===== src/rtl/rfh_pkg.sv =====
// Constants, field positions and register offsets of the receive frame header status block.
// Assumes a byte-addressed host bus whose registers sit at the printed byte offsets.
package rfh_pkg;
	// ----------------------------------------------------------------
	// Register offsets
	// ----------------------------------------------------------------
	localparam logic [7:0] RFH_OFS_STATUS = 8'h7c;
	localparam logic [7:0] RFH_OFS_COUNT = 8'h7e;

	// ----------------------------------------------------------------
	// Status field positions
	// ----------------------------------------------------------------
	localparam int RFH_B_VALID = 15;
	localparam int RFH_B_ICMP = 13;
	localparam int RFH_B_IP = 12;
	localparam int RFH_B_TCP = 11;
	localparam int RFH_B_UDP = 10;
	localparam int RFH_B_BCAST = 7;
	localparam int RFH_B_MCAST = 6;
	localparam int RFH_B_UCAST = 5;
	localparam int RFH_B_SYMERR = 4;
	localparam int RFH_B_ETHTYPE = 3;
	localparam int RFH_B_OVERSIZE = 2;
	localparam int RFH_B_RUNT = 1;
	localparam int RFH_B_CRC = 0;

	// ----------------------------------------------------------------
	// Widths, thresholds and reset values
	// ----------------------------------------------------------------
	localparam int RFH_REG_W = 16;
	localparam int RFH_COUNT_W = 12;
	localparam int RFH_ENTRY_W = RFH_REG_W + RFH_COUNT_W;
	localparam int RFH_ADDR_W = 48;
	localparam int RFH_GROUP_BIT = 40;
	localparam logic [15:0] RFH_LEN_TYPE_MAX = 16'h05dc;
	localparam logic [11:0] RFH_OVERSIZE_MAX = 12'h7d0;
	localparam logic [15:0] RFH_ZERO16 = 16'h0000;
	localparam logic [7:0] RFH_ZERO8 = 8'h00;
	localparam logic [7:0] RFH_OFS_HI = 8'h01;
	localparam logic [47:0] RFH_BCAST_ADDR = 48'hffffffffffff;

	// Host read phases.
	typedef enum logic [1:0] {
		RFH_IDLE,
		RFH_ANSWER
	} rfh_rd_state_t;
endpackage : rfh_pkg


===== src/rtl/rfh_queue_if.sv =====
// Carrier between the frame status queue and the header status logic.
// Assumes both ends share one clock.
`timescale 1ns/1ps
interface rfh_queue_if #(
	parameter int WIDTH = 28,
	parameter int LEVEL_W = 4
);
	logic push;
	logic [WIDTH-1:0] pushData;
	logic full;
	logic pop;
	logic [WIDTH-1:0] headData;
	logic empty;
	logic [LEVEL_W-1:0] level;

	modport store (
		input push,
		input pushData,
		output full,
		input pop,
		output headData,
		output empty,
		output level
	);
	modport user (
		output push,
		output pushData,
		input full,
		output pop,
		input headData,
		input empty,
		input level
	);
endinterface : rfh_queue_if


===== src/rtl/rfh_header_status.sv =====
// Receive frame header status and byte count registers for the frame at the queue head.
// Assumes the receive engine reports each finished frame with one end pulse, and the
// queue manager pulses frameRelease when the host has finished with the head frame.
`timescale 1ns/1ps
module rfh_header_status
	import rfh_pkg::*;
#(
	parameter int QUEUE_DEPTH = 8,
	parameter int QUEUE_PTR_W = 3
) (
	input wire logic ref_clk,
	input wire logic rst_n,
	input wire logic rxEnd,
	input wire logic [RFH_ADDR_W-1:0] rxDestAddr,
	input wire logic [15:0] rxLenType,
	input wire logic [RFH_COUNT_W-1:0] rxByteCount,
	input wire logic rxSymbolErr,
	input wire logic rxCollision,
	input wire logic rxEarlyEnd,
	input wire logic rxCrcBad,
	input wire logic rxIcmpBad,
	input wire logic rxIpBad,
	input wire logic rxTcpBad,
	input wire logic rxUdpBad,
	input wire logic passBadFrame,
	input wire logic frameRelease,
	input wire logic hostByteMode,
	input wire logic hostRd,
	input wire logic [7:0] hostAddr,
	output logic [15:0] hostRdData,
	output logic hostRdValid,
	output logic frameValid,
	output logic [QUEUE_PTR_W:0] framesQueued,
	output logic frameDropped,
	output logic queueOverflow
);
	// ----------------------------------------------------------------
	// Frame classification
	// ----------------------------------------------------------------

	// True when the destination is the all-ones broadcast address.
	function automatic logic isBroadcast(input logic [RFH_ADDR_W-1:0] addr);
		return addr == RFH_BCAST_ADDR;
	endfunction : isBroadcast

	// Selects one byte of a register word for the 8-bit bus.
	function automatic logic [7:0] pickByte(input logic [15:0] word, input logic hi);
		return hi ? word[15:8] : word[7:0];
	endfunction : pickByte

	logic groupAddr;
	logic bcastAddr;
	logic ethType;
	logic oversize;
	logic runt;
	logic badFrame;
	logic acceptFrame;
	logic [RFH_REG_W-1:0] newStatus;

	// The group bit is the first bit on the wire, held in the low bit of the first byte.
	assign groupAddr = rxDestAddr[RFH_GROUP_BIT];
	assign bcastAddr = isBroadcast(rxDestAddr);
	assign ethType = rxLenType > RFH_LEN_TYPE_MAX;
	assign oversize = rxByteCount > RFH_OVERSIZE_MAX;
	assign runt = rxCollision || rxEarlyEnd;

	// Bad frames go to the host only while the pass setting is on.
	assign badFrame = oversize || runt || rxCrcBad;
	assign acceptFrame = !badFrame || passBadFrame;

	// Status word as stored; the valid bit is added live at read time.
	always_comb begin
		newStatus = RFH_ZERO16;
		newStatus[RFH_B_ICMP] = rxIcmpBad;
		newStatus[RFH_B_IP] = rxIpBad;
		newStatus[RFH_B_TCP] = rxTcpBad;
		newStatus[RFH_B_UDP] = rxUdpBad;
		newStatus[RFH_B_BCAST] = bcastAddr;
		newStatus[RFH_B_MCAST] = groupAddr || bcastAddr;
		newStatus[RFH_B_UCAST] = !groupAddr && !bcastAddr;
		newStatus[RFH_B_SYMERR] = rxSymbolErr;
		newStatus[RFH_B_ETHTYPE] = ethType;
		newStatus[RFH_B_OVERSIZE] = oversize;
		newStatus[RFH_B_RUNT] = runt;
		newStatus[RFH_B_CRC] = rxCrcBad;
	end

	// ----------------------------------------------------------------
	// Status queue
	// ----------------------------------------------------------------
	rfh_queue_if #(
		.WIDTH(RFH_ENTRY_W),
		.LEVEL_W(QUEUE_PTR_W + 1)
	) statusQ ();

	rfh_status_queue #(
		.DEPTH(QUEUE_DEPTH),
		.PTR_W(QUEUE_PTR_W)
	) u_queue (
		.ref_clk(ref_clk),
		.rst_n(rst_n),
		.q(statusQ)
	);

	// Status and count travel as one entry, so they can never describe two frames.
	// The byte count is stored exactly as received, oversize or not.
	assign statusQ.push = rxEnd && acceptFrame && !statusQ.full;
	assign statusQ.pushData = {rxByteCount, newStatus};
	assign statusQ.pop = frameRelease && !statusQ.empty;

	// ----------------------------------------------------------------
	// Head frame view
	// ----------------------------------------------------------------
	logic [RFH_REG_W-1:0] headStatus;
	logic [RFH_REG_W-1:0] headCount;
	logic headValid;

	// A frame still arriving is not in the queue yet, so an empty queue reads invalid.
	assign headValid = !statusQ.empty;

	// Valid bit overlays the stored word; reserved bits stay zero.
	always_comb begin
		headStatus = statusQ.headData[RFH_REG_W-1:0];
		headStatus[RFH_B_VALID] = headValid;
		if (!headValid) begin
			headStatus = RFH_ZERO16;
		end
	end

	// Upper four bits of the count word are reserved and read zero.
	assign headCount = headValid ? {4'h0, statusQ.headData[RFH_ENTRY_W-1:RFH_REG_W]} :
		RFH_ZERO16;

	// ----------------------------------------------------------------
	// Host read decode
	// ----------------------------------------------------------------
	logic [7:0] wordAddr;
	logic hiByte;
	logic hitStatus;
	logic hitCount;
	logic countLowRead;
	logic countHighRead;
	logic [15:0] wordData;
	logic [15:0] readData;

	// In 16-bit mode the address low bit is ignored; in 8-bit mode it picks the byte.
	assign wordAddr = hostAddr & ~RFH_OFS_HI;
	assign hiByte = hostByteMode && hostAddr[0];
	assign hitStatus = wordAddr == RFH_OFS_STATUS;
	assign hitCount = wordAddr == RFH_OFS_COUNT;
	assign countLowRead = hostRd && hostByteMode && hitCount && !hiByte;
	assign countHighRead = hostRd && hostByteMode && hitCount && hiByte;

	// Unmapped offsets read as zero.
	assign wordData = hitStatus ? headStatus : (hitCount ? headCount : RFH_ZERO16);

	// The high count byte comes from the snapshot taken at the low byte read.
	// This keeps the two halves of one count together even if the head moves
	// between the two reads, at the cost of a stale byte if the order is broken.
	logic [7:0] countHiSnap_q;
	logic [7:0] countHiSnap_d;

	assign countHiSnap_d = countLowRead ? headCount[15:8] : countHiSnap_q;

	always_comb begin
		readData = wordData;
		if (hostByteMode) begin
			readData = {RFH_ZERO8, pickByte(wordData, hiByte)};
			if (countHighRead) begin
				readData = {RFH_ZERO8, countHiSnap_q};
			end
		end
	end

	// ----------------------------------------------------------------
	// Host read answer
	// ----------------------------------------------------------------
	rfh_rd_state_t rdState_q;
	rfh_rd_state_t rdState_d;
	logic [15:0] hostRdData_d;

	// Every read is answered one cycle after it is taken, back to back allowed.
	always_comb begin
		rdState_d = rdState_q;
		unique case (rdState_q)
			RFH_IDLE: begin
				if (hostRd) begin
					rdState_d = RFH_ANSWER;
				end
			end
			RFH_ANSWER: begin
				if (!hostRd) begin
					rdState_d = RFH_IDLE;
				end
			end
		endcase
	end

	// Data holds its last value between reads so a slow host can sample it.
	assign hostRdData_d = hostRd ? readData : hostRdData;

	// Short register bank for the read port.
	always_ff @(posedge ref_clk or negedge rst_n) begin
		if (!rst_n) begin
			rdState_q <= RFH_IDLE;
			hostRdData <= RFH_ZERO16;
			countHiSnap_q <= RFH_ZERO8;
		end else begin
			rdState_q <= rdState_d;
			hostRdData <= hostRdData_d;
			countHiSnap_q <= countHiSnap_d;
		end
	end

	// Answer strobe marks the cycle after each taken read.
	assign hostRdValid = rdState_q == RFH_ANSWER;

	// ----------------------------------------------------------------
	// Side outputs
	// ----------------------------------------------------------------
	logic frameDropped_d;
	logic queueOverflow_d;

	// Reading the registers never pops; the host is expected to read once per
	// counted frame and release it, so extra reads just repeat the head.
	assign frameValid = headValid;
	assign framesQueued = statusQ.level;

	// Drops from filtering and from a full queue are reported apart.
	assign frameDropped_d = rxEnd && !acceptFrame;
	assign queueOverflow_d = rxEnd && acceptFrame && statusQ.full;

	// One-cycle event pulses registered so they are glitch free at the pins.
	always_ff @(posedge ref_clk or negedge rst_n) begin
		if (!rst_n) begin
			frameDropped <= 1'b0;
			queueOverflow <= 1'b0;
		end else begin
			frameDropped <= frameDropped_d;
			queueOverflow <= queueOverflow_d;
		end
	end
endmodule : rfh_header_status


===== src/rtl/rfh_status_queue.sv =====
// Queue of per-frame status and byte count entries, oldest entry at the head.
// Assumes the user never pushes when full nor pops when empty.
`timescale 1ns/1ps
module rfh_status_queue #(
	parameter int DEPTH = 8,
	parameter int PTR_W = 3
) (
	input wire logic ref_clk,
	input wire logic rst_n,
	rfh_queue_if.store q
);
	logic [$bits(q.pushData)-1:0] mem [DEPTH];
	logic [PTR_W-1:0] wrPtr_q;
	logic [PTR_W-1:0] rdPtr_q;
	logic [PTR_W:0] level_q;
	logic doPush;
	logic doPop;

	// ----------------------------------------------------------------
	// Flow
	// ----------------------------------------------------------------
	// Guarded strobes keep the pointers honest even if a user slips.
	assign doPush = q.push && !q.full;
	assign doPop = q.pop && !q.empty;
	assign q.full = (level_q == (PTR_W + 1)'(DEPTH));
	assign q.empty = (level_q == '0);
	assign q.headData = mem[rdPtr_q];
	assign q.level = $bits(q.level)'(level_q);

	// Storage has no reset; the head is only read while not empty.
	always_ff @(posedge ref_clk) begin
		if (doPush) begin
			mem[wrPtr_q] <= q.pushData;
		end
	end

	// Pointers wrap at DEPTH so a non-power-of-two depth also works.
	always_ff @(posedge ref_clk or negedge rst_n) begin
		if (!rst_n) begin
			wrPtr_q <= '0;
			rdPtr_q <= '0;
			level_q <= '0;
		end else begin
			if (doPush) begin
				wrPtr_q <= (wrPtr_q == PTR_W'(DEPTH - 1)) ? '0 : wrPtr_q + 1'b1;
			end
			if (doPop) begin
				rdPtr_q <= (rdPtr_q == PTR_W'(DEPTH - 1)) ? '0 : rdPtr_q + 1'b1;
			end
			level_q <= level_q + (PTR_W + 1)'(doPush) - (PTR_W + 1)'(doPop);
		end
	end
endmodule : rfh_status_queue


===== config.mk =====
export PLATFORM = sky130hd
export DESIGN_NAME = rfh_header_status
export DESIGN_NICKNAME = d
export VERILOG_FILES = /design/src/rtl/rfh_pkg.sv /design/src/rtl/rfh_queue_if.sv /design/src/rtl/rfh_header_status.sv /design/src/rtl/rfh_status_queue.sv
export SDC_FILE = /design/constraint.sdc
export NUM_CORES = 1
export LEC_CHECK = 0
export BUFFER_PORTS_ARGS = -buffer_cell sky130_fd_sc_hd__buf_4
export CORE_AREA = 2 2 138 140
export CTS_CLUSTER_SIZE = 40
export DETAILED_ROUTE_END_ITERATION = 7
export DIE_AREA = 0 0 140 142
export GPL_TIMING_DRIVEN = 0
export HOLD_SLACK_MARGIN = 0.06
export PLACE_DENSITY = 0.69
export SYNTH_ARGS = -nofsm -noshare
export SYNTH_HDL_FRONTEND = slang
export SYNTH_SLANG_ARGS = --single-unit

===== constraint.sdc =====
create_clock -name ref_clk -period 7.65 [get_ports ref_clk]
set_input_delay 0.765 -clock ref_clk [delete_from_list [all_inputs] [get_ports ref_clk]]
set_output_delay 0.765 -clock ref_clk [all_outputs]
set_load 0.05 [all_outputs]

Yosys cells after proc, flatten, opt, wreduce, memory -nomap -nowiden

Memories as Yosys holds them, arrays and structs flattened.
Cells that the tools add are included.

Bits in registers: 38
Bits in writable memories: 192
Logic and storage cells: 66
Memories: 1

Memory list:

| name        | words | bits a word | rd ports | clocked after memory_dff | write ports | line                   | RTL |
|---|---|---|---|---|---|---|---|
| u_queue.mem | 8     | 24          | 1        | 0                        | 1           | rfh_status_queue.sv:12 | `logic [$bits(q.pushData)-1:0] mem [DEPTH];` |

Add/sub/neg operators: 4
$lt $le $gt $ge: 2
Equality and inequality tests: 9
Mux-type cells: 14
Reduce and logical (&&, ||, !) cells: 28

Operators with widths:

| cell                                                 | number |
|---|---|
| equality test 48 bit, second input constant          | 1 |
| 2-to-1 mux 16 bit                                    | 3 |
| 2-to-1 mux 12 bit                                    | 2 |
| > comparator 16 x 11 -> 1 bit, second input constant | 1 |
| 2-to-1 mux 8 bit                                     | 2 |
| equality test 7 x 6 -> 1 bit, second input constant  | 2 |
| logical AND 1 bit                                    | 13 |
| > comparator 12 x 11 -> 1 bit, second input constant | 1 |
| zero test 1 bit                                      | 7 |
| adder 3 x 1 -> 3 bit, second input constant          | 2 |
| equality test 3 bit, second input constant           | 2 |
| 2-to-1 mux 3 bit                                     | 2 |
| logical OR 1 bit                                     | 5 |
| adder 4 x 1 -> 4 bit                                 | 1 |
| equality test 4 bit, second input constant           | 1 |
| zero test 4 bit                                      | 1 |
| 2-to-1 mux 2 bit                                     | 2 |
| inequality test 2 bit, second input constant         | 2 |
| case mux 2 bit (2 select lines)                      | 1 |
| subtractor 4 x 1 -> 4 bit                            | 1 |
| equality test 2 x 1 -> 1 bit, second input constant  | 1 |
| zero test 2 bit                                      | 1 |
| 2-to-1 mux 1 bit                                     | 2 |
| AND reduction 2 bit                                  | 1 |

Logic depth before layout (Yosys ltp)

Word-level depth: 10
Mapped depth: 12

By module

A second synthesis with hierarchy kept.

Cell total of the unflattened synthesis: 537
Area, all modules: 10,577.6 um^2

Modules (own cells, without submodules):

| module            | instances | cells each | area each (um^2) |
|---|---|---|---|
| rfh_status_queue  | 1         | 384        | 9,137.5 |
| rfh_header_status | 1         | 153        | 1,440.1 |

Worst setup path before layout

OpenSTA, ideal clock, no wires.

Kind: in2reg
From: input port rxByteCount[0]
To: memory u_queue.mem[0][0] in the netlist's numbering, enable pin
Setup time: 0.474 ns
Data arrival time: 4.182 ns
Setup slack: 2.994 ns
Stages on the path: 4
Path buffers: 0
Cell sequence: o41a_1 > o2111ai_4 > a21oi_1 > nor4b_1

Cells in the longest elaborated chain, start to end: 10

Ends and longest elaborated chain:

| item                                   | line                     | RTL |
|---|---|---|
| start, declared                        | rfh_header_status.sv:16  | `input wire logic [RFH_COUNT_W-1:0] rxByteCount,` |
| > comparator 12 x 11 -> 1 bit          | rfh_header_status.sv:64  | `assign oversize = rxByteCount > RFH_OVERSIZE_MAX;` |
| logical OR 1 bit (2 in series)         | rfh_header_status.sv:68  | `assign badFrame = oversize \|\| runt \|\| rxCrcBad;` |
| zero test 1 bit                        | rfh_header_status.sv:69  | `assign acceptFrame = !badFrame \|\| passBadFrame;` |
| logical OR 1 bit                       | rfh_header_status.sv:69  |  |
| logical AND 1 bit (2 in series)        | rfh_header_status.sv:107 | `assign statusQ.push = rxEnd && acceptFrame && !statusQ.full;` |
| logical AND 1 bit                      | rfh_status_queue.sv:23   | `assign doPush = q.push && !q.full;` |
| 2-to-1 mux 1 bit                       | rfh_status_queue.sv:32   | `if (doPush) begin` |
| 2-to-1 mux 1 bit (implied by the code) | rfh_status_queue.sv:33   | `mem[wrPtr_q] <= q.pushData;` |
| end, declared                          | rfh_status_queue.sv:12   |  |

No other way between the ends.

Worst setup path after layout

From: input port rxByteCount[0]
To: memory u_queue.mem[2][6] in the netlist's numbering, enable pin

Same word-level chain as after synthesis.

==> impl_metrics.py <==
metrics = {
    "floorplanning": {
        "start_util_pct": 50.9,
        "rows": 50,
        "boundaryPins": 123,
        "core_um2": 18500,
        "die-area_um2": 19900,
        "die_h_um": 142,
        "die_w_um": 140,
    },
    "timing": {
        "worst_clock_skew_ns": 0.0227,
        "setup_tns_ns": 0,
        "period_minus_slack_ns": 3.19,
        "worstMarginPinSlew_ns": 0.927,
        "setup_viol": 0,
        "report.final.slew_viol_count": 0,
        "slew_headroom_pct": 38.0,
        "worst_slack_ns": 4.46,
        "fmax_ghz": 0.314,
        "min_period_over_period_pct": 41.6,
        "rsz0062_at_grt": "no",
        "hold_viol": 0,
    },
    "critical_path": {
        "crit_path_end_kind": "register",
        "critPathTopFamily": "compound AO/OA/AOI/OAI gates",
        "path_class": "in -> reg",
        "crit_buf_inv": 4,
        "worstPathCellList": "buf_4 > o41a_1 > o2111ai_4 > a21oi_1 > buf_2 > nor4_2 > buf_4 > buf_4",
        "slowest_delay_ns": 0.77,
        "path_common_cell": "buf_4",
        "critPathArrivalTime_ns": 3.38,
        "slowest_stage": "nor4_2",
        "start_kind": "input port",
        "cp_max_fo": 10,
        "cp_data_required_time_ns": 7.85,
    },
    "synth": {
        "yosysMostFrequentCell": "edfxtp_1",
        "synth_top_cell_by_area": "edfxtp_1",
        "synth_seq_area_share_pct": 69.8,
        "yosysWarnings": 0,
        "yosysTopAreaCellShare_pct": 61.3,
        "synthesis.nets": 645,
        "synthTopCellsByArea": "edfxtp_1, dfrtp_1, mux4_2, mux2i_1, mux4_1",
        "yosys.cell_types.count": 56,
        "synth_area_um2": 9400,
        "post_synth.cell_area_avg_um2": 17.6,
        "netlist_top_cells_count": "edfxtp_1, dfrtp_1, mux2i_1, mux4_2",
        "ys_ff_latch": 224,
        "synthArstFlopShare_pct": 14.3,
        "synth_edf_count": 192,
        "ys.flop_type": "edfxtp_1",
        "syn_inst": 535,
    },
    "power": {
        "clkPwrFrac_pct": 31.7,
        "internal-power_w": 0.00275,
        "ir_drop_mv": 0.177,
        "cellLeakagePower_nw": 4.38,
        "power_w": 0.00388,
        "switching_share_pct": 29.0,
        "power_density_nw_per_um2": 330,
        "seqPwrFrac_pct": 38.8,
        "p_switching_w": 0.00112,
        "power_frac_comb_pct": 29.5,
    },
    "place": {
        "dpl.hpwl_um": 15700,
        "gp_congestion": 0.808,
        "dp_slack_ns": 3.99,
        "io_buffer_count": 120,
        "postPlaceCellArea_um2": 10900,
    },
    "drt": {
        "wl_um": 21800,
        "drt_iter0_markers": 603,
        "dr.pass1.iters": 8,
        "remaining_drc_errors": 7,
        "vias_per_cell": 5.94,
        "wl_per_cell_um": 22.7,
        "antenna_left": 0,
        "num_vias": 5698,
    },
    "global_routing": {
        "antenna_found_initial": 0,
        "grt_overflow_total": 0,
        "grt-busiest-layer": "met2",
        "met1_usage_pct": 28.9,
        "grtUsageMet2_pct": 39.3,
        "grt_first_pass_wirelength_um": 33600,
        "grt_max_degree": 33,
        "grt_use_total_pct": 22.3,
        "grt_pass1_vias": 5824,
        "met3_usage_pct": 4.34,
    },
    "min_path": {
        "worst_hold_path_type": "in -> async",
    },
    "clock_tree": {
        "clk_path_buf_depth": 3,
        "ctsHoldBuffers": 0,
        "cts_tree": "yes",
        "htreeDepth": 1,
        "cts_setup_buffers": 0,
        "clk_pin_slew_ns": 0.06,
        "clock_sinks": 224,
        "cts-root-buf": "clkbuf_16",
        "cts-resized-gates": 0,
        "clk_latency_ns": 0.51,
        "numCtsBuffers": 23,
    },
    "finish": {
        "area_delta_synth_final_pct": 24.8,
        "drive_above_1_share_pct": 36.1,
        "nets": 820,
        "finish.utilization_pct": 63.6,
        "fin_area_um2": 11700,
        "n_antenna_cell": 0,
    },
    "run": {
        "cap_violations": 0,
    },
    "run_status": {
        "outcome": "complete, but fails checks",
        "violations": "DRC",
    },
}
==> power by group through the flow <==
stage,registers [W],clock network (W),logic [W]
finish,0.00150,0.00123,0.00114
global route,0.00151,0.00129,0.00122
CTS,0.00150,0.00124,0.00115
detailed placement,0.00153,0,0.00114
global placement,0.00153,0,0.00107
floorplan,0.00157,0,0.000725
==> metal layers <==
metal,part of all wire [%],vias up,wire [um]
met1,39,2908,8540
li1,-,2522,-
met2,52,227,11300
met3,7.1,41,1540
met4,2.0,0,438
met5,0,-,0
==> kinds of logic (layout without fill, tap and decap cells) <==
logic type	after synthesis	in the layout	synth area share, %
AO/OA/AOI/OAI	59	59	4.91
XOR/XNOR	2	2	0.186
adder cells (fa/ha/maj)	11	11	1.54
buffers and inverters	46	237	2.69
flip-flops	224	224	69.8
multiplexers	82	82	14.1
other	1	1	0.0399
AND/OR/NAND/NOR	110	110	6.72
==> area by class of cell <==
class	instances	area, um2
tap	234	293
timing repair buffer	150	1150
fill	1291	6720
inverter	19	71.3
clock inverter	16	254
buffer	27	181
clock buffer	25	583
multi-input combinational	265	2640
sequential	224	6570
==> sequential cells by signal, summed over array words and instances, names as in the netlist <==
register and count:
u_queue.q.level 4, rdState_q 1, queueOverflow 1, u_queue.rdPtr_q 3
u_queue.mem 192, hostRdData 15, countHiSnap_q 4, frameDropped 1
u_queue.wrPtr_q 3
==> layout by cell type, fill, tap and decap left out, drive strengths merged, types with 3 or more instances in the layout <==
cell type	Yosys	layout
nand4	14	14
and3	5	5
mux2i	29	29
nor2b	4	4
buf	19	169
edfxtp	192	192
clkinv	0	8
o2bb2ai	4	4
clkbuf	8	33
nor4b	5	5
a211oi	3	3
nand3	16	16
a211o	3	3
a22oi	13	13
ha	10	10
o2111ai	5	5
nor2	16	16
nor4	11	11
dfrtp	32	32
nor3b	3	3
o21ai	5	5
inv	19	19
a32oi	3	3
or3b	3	3
nand2b	3	3
a31oi	3	3
mux4	35	35
a21oi	6	6
mux2	18	18
bufinv	0	7
nor3	3	3
and2	3	3
nand2	19	19
a21o	3	3
==> final timing paths <==
check | startpoint | to | slack (ns) | depth (start not counted)
setup reg to reg | u_queue.q.level[2] | u_queue.q.level[2] | 4.56 | 12
hold reg to reg | hostRdData[9] | hostRdData[9] | 0.48 | 2
setup / recovery | rxByteCount[0] | u_queue.mem[2][6] | 4.46 | 8
max in group asynchronous | rst_n | hostRdData[5] | 7.10 | 1
hold / removal | rst_n | u_queue.wrPtr_q[0] | 0.20 | 1
min in group ref_clk | hostByteMode | hostRdData[8] | 0.48 | 2
==> through the flow <==
stage	hold WS (ns)	instances
global route	0.224	960
CTS	0.200	960
global placement	0.458	889
detailed placement	0.471	919
floorplan	0.442	535
finish	0.196	960
Power figures use the tool's default switching activity.
